**src/verilog/gvt_consts.svh**
```systemverilog
// constants of the oscillator bias lock tuner
// How it works
// - accept command with process id 0x47, category 0xc, type 0xc0, subtype 0x15.
// - command data word 0 disables, 1 enables periodic correction.
// - enable flag is one after reset until a command or a control register write changes it.
// - a matching command updates the enable flag at once, nothing else.
// - bias setting loads 4 on every reset.
// - table-init done loads bias 3 and starts the lock search.
// - each search step adds one to bias, wrapping 15 to 0.
// - wait one second after each search step before sampling phase error.
// - phase error inside window keeps bias and ends search successfully.
// - after 32 failed iterations search stops with bias at 4.
// - after search bias holds except software write or periodic correction.
// - enabled and spectrometer powered, sample phase error before each calibration.
// - pre-calibration sample below 0x680 lowers bias by one.
// - pre-calibration sample above 0xb80 raises bias by one, then calibration proceeds.
// - periodic correction moves bias at most one count per calibration.
// - bias drives control word bits 19..16, lsb on bit 16.
// - readback register mirrors bias reversed: bit 0 at 15, bit 3 at 12.
// - alarm bits are set while the oscillator is out of lock.
// - count locked and unlocked lock-indicator findings separately and report both.
`ifndef GVT_CONSTS_SVH
`define GVT_CONSTS_SVH

// ==========================================================
// command identity
`define GVT_TC_APID      7'h47
`define GVT_TC_CAT       4'hc
`define GVT_TC_TYPE      8'hc0
`define GVT_TC_SUBTYPE   8'h15
`define GVT_TC_OFF       16'h0000
`define GVT_TC_ON        16'h0001

// ==========================================================
// bias and phase error
`define GVT_BIAS_RST     4'h4
`define GVT_SUC_RST      32'h0004_0000
`define GVT_RB_RST       16'h2000
`define GVT_BIAS_INIT    4'h3
`define GVT_BIAS_MIN     4'h0
`define GVT_BIAS_MAX     4'hf
`define GVT_PE_LO        12'h0680
`define GVT_PE_HI        12'h0b80
`define GVT_MAX_ITER     6'h20
`define GVT_LOCK_BITS    6

// ==========================================================
// timing: clock period and settle time in ns (1 s)
`define GVT_CLK_NS       32'h0000_0032
`define GVT_SETTLE_NS    32'h3b9a_ca00
`define GVT_SETTLE_CYC   (`GVT_SETTLE_NS / `GVT_CLK_NS)

// ==========================================================
// output field positions
`define GVT_SUC_LSB      16
`define GVT_RB_LSB       12

// ==========================================================
// register byte offsets
`define GVT_ADR_CTRL     8'h00
`define GVT_ADR_BIAS     8'h04
`define GVT_ADR_STAT     8'h08
`define GVT_ADR_LOCK     8'h0c
`define GVT_ADR_UNLK     8'h10
`define GVT_CTRL_EN      0

`endif

```
**src/verilog/gvt_pkg.sv**
```systemverilog
// types of the oscillator bias lock tuner
package gvt_pkg;

  // ==========================================================
  // search sequencer, gray along wait, step, settle, sample, run
  typedef enum logic [2:0] {
    GVT_WAIT   = 3'h0,
    GVT_STEP   = 3'h1,
    GVT_SETTLE = 3'h3,
    GVT_SAMPLE = 3'h2,
    GVT_RUN    = 3'h6
  } gvt_state_e;

  // ==========================================================
  // decoded telecommand fields
  typedef struct packed {
    logic [6:0]  apid;
    logic [3:0]  category;
    logic [7:0]  ptype;
    logic [7:0]  subtype;
    logic [15:0] app_data;
  } gvt_tc_s;

endpackage : gvt_pkg
```
**src/verilog/gvt_lock_tuner.sv**
```systemverilog
// oscillator bias lock search, periodic correction and wishbone registers
`timescale 1ns/1ps
`default_nettype none
`include "gvt_consts.svh"

module gvt_lock_tuner
  import gvt_pkg::*;
#(
  parameter int unsigned SETTLE_CYC = `GVT_SETTLE_CYC,
  parameter int unsigned CNT_W      = 16
)
(
  // clock and reset
  input  wire logic              clk_sys_i,
  input  wire logic              srst_i,
  // wishbone slave
  input  wire logic              wb_cyc_i,
  input  wire logic              wb_stb_i,
  input  wire logic              wb_we_i,
  input  wire logic [7:0]        wb_adr_i,
  input  wire logic [3:0]        wb_sel_i,
  input  wire logic [31:0]       wb_dat_i,
  output logic      [31:0]       wb_dat_o,
  output logic                   wb_ack_o,
  // telecommand path
  input  wire logic              tc_valid_i,
  input  wire gvt_tc_s           tc_i,
  // spectrometer and calibration sequencing
  input  wire logic              table_init_done_i,
  input  wire logic              spec_powered_i,
  input  wire logic              cal_request_i,
  output logic                   cal_go_o,
  // lock loop measurements
  input  wire logic [11:0]       phase_err_i,
  input  wire logic [5:0]        pll_lock_i,
  input  wire logic              lock_sample_i,
  output logic      [5:0]        pll_alarm_o,
  // oscillator control
  output logic      [31:0]       sensor_unit_control_word_o,
  output logic      [15:0]       bias_readback_register_o
);

  localparam int unsigned TW = $clog2(SETTLE_CYC + 1);
  localparam logic [TW-1:0] TMR_LAST = TW'(SETTLE_CYC - 1);

  // ==========================================================
  // bus decode
  logic wb_req;
  logic wb_wr;
  logic wr_ctrl;
  logic wr_bias;
  logic ack_q;

  assign wb_req  = wb_cyc_i & wb_stb_i & ~ack_q;
  assign wb_wr   = wb_req & wb_we_i & wb_sel_i[0];
  assign wr_ctrl = wb_wr & (wb_adr_i == `GVT_ADR_CTRL);
  assign wr_bias = wb_wr & (wb_adr_i == `GVT_ADR_BIAS);

  // ==========================================================
  // command decode
  logic tc_hit;
  logic tc_known;

  assign tc_hit = tc_valid_i
                & (tc_i.apid == `GVT_TC_APID)
                & (tc_i.category == `GVT_TC_CAT)
                & (tc_i.ptype == `GVT_TC_TYPE)
                & (tc_i.subtype == `GVT_TC_SUBTYPE);
  // values other than 0 and 1 are dropped rather than guessed at
  assign tc_known = (tc_i.app_data == `GVT_TC_OFF) | (tc_i.app_data == `GVT_TC_ON);

  // ==========================================================
  // phase error window, unsigned and inclusive
  logic pe_low;
  logic pe_high;
  logic in_win;

  assign pe_low  = phase_err_i < `GVT_PE_LO;
  assign pe_high = phase_err_i > `GVT_PE_HI;
  assign in_win  = ~pe_low & ~pe_high;

  // ==========================================================
  // sequencer
  gvt_state_e    st_q;
  gvt_state_e    st_d;
  logic [3:0]    bias_q;
  logic [3:0]    bias_d;
  logic [5:0]    iter_q;
  logic [5:0]    iter_d;
  logic [TW-1:0] tmr_q;
  logic [TW-1:0] tmr_d;
  logic          en_q;
  logic          en_d;
  logic          found_q;
  logic          found_d;
  logic          fail_q;
  logic          fail_d;

  always_comb
  begin
    st_d    = st_q;
    bias_d  = bias_q;
    iter_d  = iter_q;
    tmr_d   = tmr_q;
    found_d = found_q;
    fail_d  = fail_q;
    en_d    = en_q;
    // command wins over a software write in the same cycle
    if (tc_hit && tc_known)
    begin
      en_d = tc_i.app_data[0];
    end
    else if (wr_ctrl)
    begin
      en_d = wb_dat_i[`GVT_CTRL_EN];
    end
    case (st_q)
      GVT_WAIT:
      begin
        if (table_init_done_i)
        begin
          bias_d = `GVT_BIAS_INIT;
          iter_d = '0;
          st_d   = GVT_STEP;
        end
      end
      GVT_STEP:
      begin
        bias_d = bias_q + 4'h1;
        iter_d = iter_q + 6'h01;
        tmr_d  = '0;
        st_d   = GVT_SETTLE;
      end
      GVT_SETTLE:
      begin
        if (tmr_q == TMR_LAST)
        begin
          st_d = GVT_SAMPLE;
        end
        else
        begin
          tmr_d = tmr_q + TW'(1);
        end
      end
      GVT_SAMPLE:
      begin
        if (in_win)
        begin
          found_d = 1'b1;
          st_d    = GVT_RUN;
        end
        else if (iter_q >= `GVT_MAX_ITER)
        begin
          bias_d = `GVT_BIAS_RST;
          fail_d = 1'b1;
          st_d   = GVT_RUN;
        end
        else
        begin
          st_d = GVT_STEP;
        end
      end
      GVT_RUN:
      begin
        // one step at most per calibration; the ends saturate
        if (cal_request_i)
        begin
          if (en_q && spec_powered_i)
          begin
            if (pe_low && bias_q != `GVT_BIAS_MIN)
            begin
              bias_d = bias_q - 4'h1;
            end
            else if (pe_high && bias_q != `GVT_BIAS_MAX)
            begin
              bias_d = bias_q + 4'h1;
            end
          end
        end
        else if (wr_bias)
        begin
          bias_d = wb_dat_i[3:0];
        end
      end
      default:
      begin
        st_d = GVT_WAIT;
      end
    endcase
  end

  always_ff @(posedge clk_sys_i)
  begin
    if (srst_i)
    begin
      st_q    <= GVT_WAIT;
      bias_q  <= `GVT_BIAS_RST;
      iter_q  <= '0;
      tmr_q   <= '0;
      en_q    <= 1'b1;
      found_q <= 1'b0;
      fail_q  <= 1'b0;
    end
    else
    begin
      st_q    <= st_d;
      bias_q  <= bias_d;
      iter_q  <= iter_d;
      tmr_q   <= tmr_d;
      en_q    <= en_d;
      found_q <= found_d;
      fail_q  <= fail_d;
    end
  end

  // ==========================================================
  // pin images of the bias, alarms and calibration release
  logic [31:0]    suc_d;
  logic [15:0]    rb_d;
  logic [CNT_W-1:0] pop;
  logic [CNT_W-1:0] lk_q;
  logic [CNT_W-1:0] lk_d;
  logic [CNT_W-1:0] ul_q;
  logic [CNT_W-1:0] ul_d;

  always_comb
  begin
    suc_d = '0;
    rb_d  = '0;
    pop   = '0;
    suc_d[`GVT_SUC_LSB +: 4] = bias_d;
    for (int i = 0; i < 4; i++)
    begin
      rb_d[`GVT_RB_LSB + 3 - i] = bias_d[i];
    end
    for (int i = 0; i < `GVT_LOCK_BITS; i++)
    begin
      pop = pop + CNT_W'(pll_lock_i[i]);
    end
    lk_d = lk_q;
    ul_d = ul_q;
    if (lock_sample_i)
    begin
      lk_d = lk_q + pop;
      ul_d = ul_q + (CNT_W'(`GVT_LOCK_BITS) - pop);
    end
  end

  always_ff @(posedge clk_sys_i)
  begin
    if (srst_i)
    begin
      sensor_unit_control_word_o <= `GVT_SUC_RST;
      bias_readback_register_o   <= `GVT_RB_RST;
      pll_alarm_o                <= '0;
      cal_go_o                   <= 1'b0;
      lk_q                       <= '0;
      ul_q                       <= '0;
    end
    else
    begin
      sensor_unit_control_word_o <= suc_d;
      bias_readback_register_o   <= rb_d;
      pll_alarm_o                <= ~pll_lock_i;
      cal_go_o                   <= cal_request_i;
      lk_q                       <= lk_d;
      ul_q                       <= ul_d;
    end
  end

  // ==========================================================
  // register read and acknowledge
  logic [31:0] rd_d;
  logic        ack_d;

  always_comb
  begin
    ack_d = wb_req;
    rd_d  = '0;
    if (wb_adr_i == `GVT_ADR_CTRL)
    begin
      rd_d[`GVT_CTRL_EN] = en_q;
    end
    else if (wb_adr_i == `GVT_ADR_BIAS)
    begin
      rd_d[3:0] = bias_q;
    end
    else if (wb_adr_i == `GVT_ADR_STAT)
    begin
      rd_d[15:0] = {st_q, fail_q, found_q, iter_q, 1'b0, 1'b0, en_q, 2'b00};
    end
    else if (wb_adr_i == `GVT_ADR_LOCK)
    begin
      rd_d[CNT_W-1:0] = lk_q;
    end
    else if (wb_adr_i == `GVT_ADR_UNLK)
    begin
      rd_d[CNT_W-1:0] = ul_q;
    end
  end

  always_ff @(posedge clk_sys_i)
  begin
    if (srst_i)
    begin
      ack_q    <= 1'b0;
      wb_dat_o <= '0;
    end
    else
    begin
      ack_q    <= ack_d;
      wb_dat_o <= ack_d ? rd_d : 32'h0000_0000;
    end
  end

  assign wb_ack_o = ack_q;
endmodule : gvt_lock_tuner
`default_nettype wire

```
**config.mk**
```make
export PLATFORM = sky130hd
export DESIGN_NAME = gvt_lock_tuner
export DESIGN_NICKNAME = d
export VERILOG_FILES = /design/src/verilog/gvt_pkg.sv /design/src/verilog/gvt_lock_tuner.sv
export VERILOG_INCLUDE_DIRS = /design/src /design/src/verilog
export SDC_FILE = /design/constraint.sdc
export NUM_CORES = 1
export LEC_CHECK = 0
export BUFFER_PORTS_ARGS = -buffer_cell sky130_fd_sc_hd__buf_2
export CORE_ASPECT_RATIO = 1.75
export CORE_MARGIN = 2
export CORE_UTILIZATION = 25
export DETAILED_ROUTE_END_ITERATION = 6
export PLACE_DENSITY = 0.48
export SETUP_SLACK_MARGIN = 0.1
export SYNTH_ARGS = -nofsm -noshare
export SYNTH_HDL_FRONTEND = slang
export SYNTH_SLANG_ARGS = --single-unit
```
**constraint.sdc**
```tcl
create_clock -name clk_sys_i -period 7.4 [get_ports clk_sys_i]
set_input_delay 1.48 -clock clk_sys_i [delete_from_list [all_inputs] [get_ports clk_sys_i]]
set_output_delay 1.48 -clock clk_sys_i [all_outputs]
set_load 0.01 [all_outputs]
```
==> impl_metrics.json, run 1 <==
{
  "clk_latency_ps": 370,
  "multi_input_area_mm2": 0.00366,
  "cts_tree": "built",
  "fin_setup_tns_ps": 0,
  "cap_violations": 0,
  "coreArea_mm2": 0.0238,
  "first_pass_iters": 4,
  "numCtsBuffers": 9,
  "htree_num_levels": 3,
  "syn_area_per_cell_um2": 8.23,
  "antenna_found_initial": 0,
  "start_kind": "input port",
  "die_w_um": 122,
  "synth_cell_types": 70,
  "clock_skew_ps": 12.3,
  "r2r_cells": 8,
  "hold_class": "reg -> reg",
  "rsz0062_at_grt": "false",
  "place_hpwl_um": 13200,
  "fmax_mhz": 175,
  "placed_cells": 1129,
  "syn_area_mm2": 0.00605,
  "max_slew_margin_pct": 35.3,
  "die_area_mm2": 0.0255,
  "fin_nets": 976,
  "fin_hold_ws_ps": 487,
  "post-cts-setup-buffer-count": 0,
  "ctsResizeCount": 0,
  "antenna_left": 0,
  "finalWeightedCongestion": 0.807,
  "clockBufferDepth": 2,
  "grt_start_max_net_pins": 56,
  "die_h_um": 210,
  "area_growth_pct": 15.0,
  "finalNonFillerCells": 1145,
  "min_path_cells": 2,
  "fin_crit_ps": 5700,
  "diodes": 0,
  "path_class": "in -> reg",
  "final_area_mm2": 0.00696,
  "vdd_drop_max_mv": 0.0942,
  "vias": 5406,
  "end_kind": "register",
  "yosys_warnings": 0,
  "worst_pin_slew_ps": 959,
  "synth_edf_count": 0,
  "rr_startpoint": "ul_q[0]",
  "wirelength_um": 16900,
  "clk_pin_slew_ps": 70,
  "ys_ff_latch": 97,
  "status": "completed",
  "cts_hold_buf": 0,
  "r2r-end": "ul_q[14]",
  "hold_viol": 0,
  "postSynth.asyncResetShare_pct": 0,
  "port_buffers": 115,
  "synth_seq_area_share_pct": 32.1,
  "post_drt_wl_per_cell_um": 14.7,
  "num_rows": 75,
  "grt_usage_pct": 13.4,
  "worstPathMaxFanout": 15,
  "p_per_area_mw_per_mm2": 202,
  "grt_pass1_wl_um": 26800,
  "fin_crit_sh_pct": 77.0,
  "r2r_slack_ps": 4680,
  "routed_via_density": 4.72,
  "num-fill-cells": 2640,
  "drive_above_1_share_pct": 18.4,
  "critical_path_required_ps": 7610,
  "syn_inst": 735,
  "drc_errors": 0,
  "grt_pass1_vias": 5387,
  "drt_iter0_drc": 275,
  "overflow": 0,
  "synth_flop_cell": "dfxtp_1",
  "hp-start": "ul_q[8]",
  "placed_area_mm2": 0.00668,
  "initial_utilization_pct": 25.4,
  "io_pins": 203,
  "seqCellArea_mm2": 0.00194,
  "cts_sinks": 97,
  "whs_endpoint": "ul_q[8]",
  "arrival_ps": 5910,
  "leakage_uw": 0.00289,
  "setup_viol": 0,
  "finalMaxSlewViolations": 0,
  "ctsRootBufferMaster": "clkbuf_16"
}
worst max path at each step:
stage	slack, ps	to	start	depth (start not counted)
after global placement	1260	ul_q[13]	pll_lock_i[0]	19
after global routing	1360	ul_q[13]	pll_lock_i[0]	19
after CTS	1640	ul_q[13]	pll_lock_i[0]	19
after detailed placement	1260	ul_q[13]	pll_lock_i[0]	19
final	1700	ul_q[13]	pll_lock_i[0]	19
after floorplan	1620	ul_q[13]	pll_lock_i[0]	18
flip-flops by register name, summed over array words and instances, names as in the netlist, 3 cells and up, named ones only:
signal / count
lk_q: 16
st_q: 3
pll_alarm_o: 6
ul_q: 16
iter_q: 6
wb_dat_o: 16
tmr_q: 25
cell type report:
cell class | count | area share (%)
multi-input cells | 580 | 52.6
flip-flops and latches | 97 | 27.9
repair buffers | 118 | 8.60
well taps | 308 | 5.54
clock buffers | 10 | 3.29
inverters | 26 | 1.40
clock inverters | 6 | 0.701
critical path: stages:
cell	delay, ps
buf_2	120
fa_1	530
inv_1	50
fa_1	480
inv_1	40
ha_1	160
inv_1	60
fa_1	400
inv_1	150
ha_1	200
nor2b_1	230
buf_4	250
ha_1	290
and2_1	190
and3_1	220
and3_1	220
o311a_1	340
a2111oi_0	350
o32ai_1	150
synthesized netlist by cell type (7+ instances only):
library cell	count	area (µm²)
mux2i_1	16	160
mux2_2	12	135
dfxtp_1	97	1940
a22oi_1	16	120
nand4_1	14	87.6
a21oi_1	35	175
or3_1	10	62.6
xnor2_1	26	228
nand2_1	46	173
buf_4	60	450
ha_1	24	300
inv_1	25	93.8
and3_1	9	56.3
nor3_1	25	125
o21ai_0	22	110
o211ai_1	7	52.6
nand3_1	24	120
nor4b_1	8	70.1
xor2_1	14	123
clkbuf_1	16	60.1
nor2_1	103	387
cell families (layout without fill, tap and decap cells):
group	Yosys count	count (layout)	synth area share, %
AND/OR/NAND/NOR	286	286	23.8
multiplexers	28	28	4.88
buffers and inverters	113	160	10.8
flip-flops	97	97	32.1
adder cells (fa/ha/maj)	31	31	6.95
XOR/XNOR	40	40	5.79
other	1	56	0.0620
AO/OA/AOI/OAI	139	139	15.6
report_power, final:
group	switching [µW]	total, µW	internal, µW	leakage [µW]
registers	39.8	591	551	0.000787
clock network	231	464	233	0.000138
logic	199	347	148	0.00196
total	470	1400	933	0.00289
metal layers:
layer | vias up | routed length [µm] | GRT usage, %
met3 | 26 | 514 | 2.23
li1 | 2705 | - | -
met2 | 108 | 9740 | 27.0
met1 | 2567 | 6100 | 12.7
met5 | - | 0 | 0
met4 | 0 | 512 | 6.34
layout by cell type (no fill, tap or decap), types with 5 or more instances in the layout:
master / netlist / layout
nand2_1: 46 / 46
nor3b_1: 5 / 5
nor3_1: 25 / 25
and3_1: 9 / 9
mux2_2: 12 / 12
clkbuf_16: 0 / 9
nor2_1: 103 / 103
nor4_1: 5 / 5
o211ai_1: 7 / 7
ha_1: 24 / 24
inv_1: 25 / 25
a21o_1: 6 / 6
buf_2: 5 / 115
a22oi_1: 16 / 16
conb_1: 1 / 56
nor2b_1: 5 / 5
mux2i_1: 16 / 16
o21ai_0: 22 / 22
xnor2_1: 26 / 26
nand4_1: 14 / 14
xor2_1: 14 / 14
a211oi_1: 6 / 6
nor4b_1: 8 / 8
a21oi_1: 35 / 35
or3_1: 10 / 10
and2_1: 6 / 6
dfxtp_1: 97 / 97
nand3_1: 24 / 24
fa_1: 5 / 5
per-stage QoR:
| stage | util (%) | setup WS (ps) | total power, µW |
|---|---|---|---|
| 5_1_grt | 29.2 | 1360 | 1490 |
| 6_report | 29.2 | 1700 | 1400 |
| 2_1_floorplan | - | 1620 | 873 |
| 4_1_cts | 29.2 | 1640 | 1420 |
| 3_5_place_dp | 28.0 | 1260 | 953 |
| 3_3_place_gp | 28.0 | 1260 | 950 |
Power figures use the tool's default switching activity.
==> run 2, diff against run 1 <==
--- a/config.mk
+++ b/config.mk
@@ -6,6 +6,7 @@
 export SDC_FILE = /design/constraint.sdc
 export NUM_CORES = 1
 export LEC_CHECK = 0
+export ABC_AREA = 1
 export BUFFER_PORTS_ARGS = -buffer_cell sky130_fd_sc_hd__buf_2
 export CORE_ASPECT_RATIO = 1.75
 export CORE_MARGIN = 2
==> constraint.sdc (replaced) <==
create_clock -name clk_sys_i -period 5.6 [get_ports clk_sys_i]
set_input_delay 1.12 -clock clk_sys_i [delete_from_list [all_inputs] [get_ports clk_sys_i]]
set_output_delay 1.12 -clock clk_sys_i [all_outputs]
set_load 0.01 [all_outputs]
==> run 2 against run 1 <==
Effect of this change: wire length is 17% higher; non-clock buffer count is 1 higher; clock power is 44% higher; hold slack worse by 5.0 ps; cell area is 8.7% higher; highest routed layer unchanged; utilization is 0.066 points lower; count of clock-buffer cells in the layout is 1 higher.
==> impl_metrics.json, run 2 <==
{
  "crit_start": "pll_lock_i[0]",
  "yosysMostFrequentCell": "nand2_1",
  "diodes": 0,
  "placed_cells": 1399,
  "seqCellArea_mm2": 0.00194,
  "final_common_cell": "nand2_1",
  "largest_reg_flops": 25,
  "grt_pass1_vias": 6271,
  "finalWeightedCongestion": 0.853,
  "num_rows": 78,
  "ctsRootBufferMaster": "clkbuf_16",
  "die_w_um": 127,
  "synth_flop_cell": "dfxtp_1",
  "place_ws_ps": 296,
  "syn_inst": 986,
  "drt_iter0_drc": 352,
  "hold_class": "reg -> reg",
  "clockBufferDepth": 2,
  "io_pins": 203,
  "rsz0062_at_grt": "false",
  "post-route-util_pct": 29.1,
  "routed_via_density": 4.48,
  "r2r_cells": 7,
  "fin_setup_tns_ps": 0,
  "final_cell_mix": "nand2_1 (200), inv_1 (136), buf_2 (115)",
  "max_slew_margin_pct": 41.4,
  "fin_crit_sh_pct": 88.3,
  "status": "completed",
  "wirelength_um": 19800,
  "fmax_mhz": 202,
  "post-cts-setup-buffer-count": 0,
  "syn_area_mm2": 0.00659,
  "worstPathMaxFanout": 11,
  "clk_pin_slew_ps": 80,
  "critical_path_required_ps": 5890,
  "leakage_uw": 0.00359,
  "rr_startpoint": "st_q[0]",
  "cts_tree": "built",
  "setup_viol": 0,
  "clock_skew_ps": 9.98,
  "initial_utilization_pct": 25.4,
  "vias": 6336,
  "r2r_slack_ps": 2990,
  "p_per_area_mw_per_mm2": 276,
  "setup_slack_ps": 656,
  "antenna_found_initial": 0,
  "num-fill-cells": 2882,
  "htree_num_levels": 3,
  "area_growth_pct": 14.7,
  "synth_cell_types": 49,
  "vdd_drop_max_mv": 0.145,
  "synth_seq_area_share_pct": 29.5,
  "multi_input_area_mm2": 0.00375,
  "numCtsBuffers": 9,
  "synth.area.top_cells": "dfxtp_1 (29%), nand2_1 (11%), inv_1 (7.7%), buf_4 (6.8%), a21oi_1 (6.4%)",
  "postSynth.asyncResetShare_pct": 0,
  "r2r-end": "tmr_q[2]",
  "grt_pass1_wl_um": 31300,
  "ys_ff_latch": 97,
  "grt_usage_pct": 14.4,
  "cts_sinks": 97,
  "die_h_um": 219,
  "end_kind": "register",
  "die_area_mm2": 0.0277,
  "syn_area_per_cell_um2": 6.68,
  "port_buffers": 115,
  "yosys_warnings": 0,
  "synth_area_leader_cell": "dfxtp_1",
  "finalNonFillerCells": 1415,
  "largest_register": "tmr_q",
  "synthTopCellsByCount": "nand2_1 (200), inv_1 (136), dfxtp_1 (97), nor2_1 (89), a21oi_1 (84)",
  "antenna_left": 0,
  "arrival_ps": 5240,
  "cap_violations": 0,
  "path_class": "in -> reg",
  "overflow": 0,
  "place_hpwl_um": 15700,
  "fin_crit_ps": 4940,
  "drive_above_1_share_pct": 14.6,
  "finalMaxSlewViolations": 0,
  "synth_edf_count": 0,
  "cts_hold_buf": 0,
  "fin_nets": 1234,
  "ctsResizeCount": 0,
  "post_drt_wl_per_cell_um": 14.0,
  "coreArea_mm2": 0.0260,
  "clk_latency_ps": 370,
  "grt_start_max_net_pins": 43,
  "hold_viol": 0,
  "synth_top_cell_area_share_pct": 29.5,
  "first_pass_iters": 4,
  "drc_errors": 0,
  "cp-endpoint": "ul_q[15]",
  "worst_pin_slew_ps": 876,
  "start_kind": "input port"
}
==> run 2: area by class of cell <==
class	instances	area share [%]
inverter	145	7.22
clock inverter	5	0.811
tap	320	5.30
clock buffer	11	3.34
timing repair buffer	119	8.01
sequential	97	25.7
multi-input combinational	718	49.6
==> run 2: per-stage QoR <==
step | hold slack, ps | cell area (µm²) | power (µW)
5_1_grt | 510 | 7560 | 2240
2_1_floorplan | 430 | 6800 | 1300
3_3_place_gp | 459 | 7250 | 1430
6_report | 482 | 7560 | 2090
4_1_cts | 488 | 7560 | 2120
3_5_place_dp | 462 | 7250 | 1440
==> run 2: critical path, cell delays in order <==
cell      delay, ps
buf_2           120
fa_1            520
inv_1            60
fa_1            440
inv_1            70
ha_1            130
inv_1            40
fa_1            510
inv_1            90
ha_1            240
inv_1            60
nor2_1           30
buf_4           190
ha_1            370
a21oi_1         120
buf_4           150
o211ai_1        430
nand3_1         170
nand2_1          90
nand2_1          50
nand2_1          60
nand2_1          50
a21oi_1         120
==> run 2: kinds of logic (layout without fill, tap and decap cells) <==
group	count (synthesis)	in the layout	synth area share [%]
AOI/OAI and AO/OA	181	181	15.4
xor gates and xnor gates	18	18	2.39
adders and majority gates	29	29	6.08
buffers and inverters	226	280	16.7
DFF	97	97	29.5
other	1	56	0.0569
and+or+nand+nor	434	434	29.9
==> run 2: worst min-delay path by stage <==
stage               depth (start not counted)     from      end
floorplan                                   2   fail_q   fail_q
global placement                            1  found_q  found_q
detailed placement                          1  found_q  found_q
CTS                                         2   fail_q   fail_q
global route                                1  found_q  found_q
finish                                      2   fail_q   fail_q
==> run 2: per-layer routing <==
layer	up-vias	global-route usage [%]	part of all wire [%]	wire length (µm)
met3	45	2.24	2.7	533
met4	0	7.58	4.3	847
li1	3318	-	-	-
met5	-	0	0	0
met2	141	29.2	56	11200
met1	2832	13.6	37	7230
==> run 2: power breakdown <==
group | total [µW] | internal, µW | switching (µW)
clock | 670 | 374 | 295
combinational | 624 | 218 | 406
sequential | 795 | 733 | 62.0
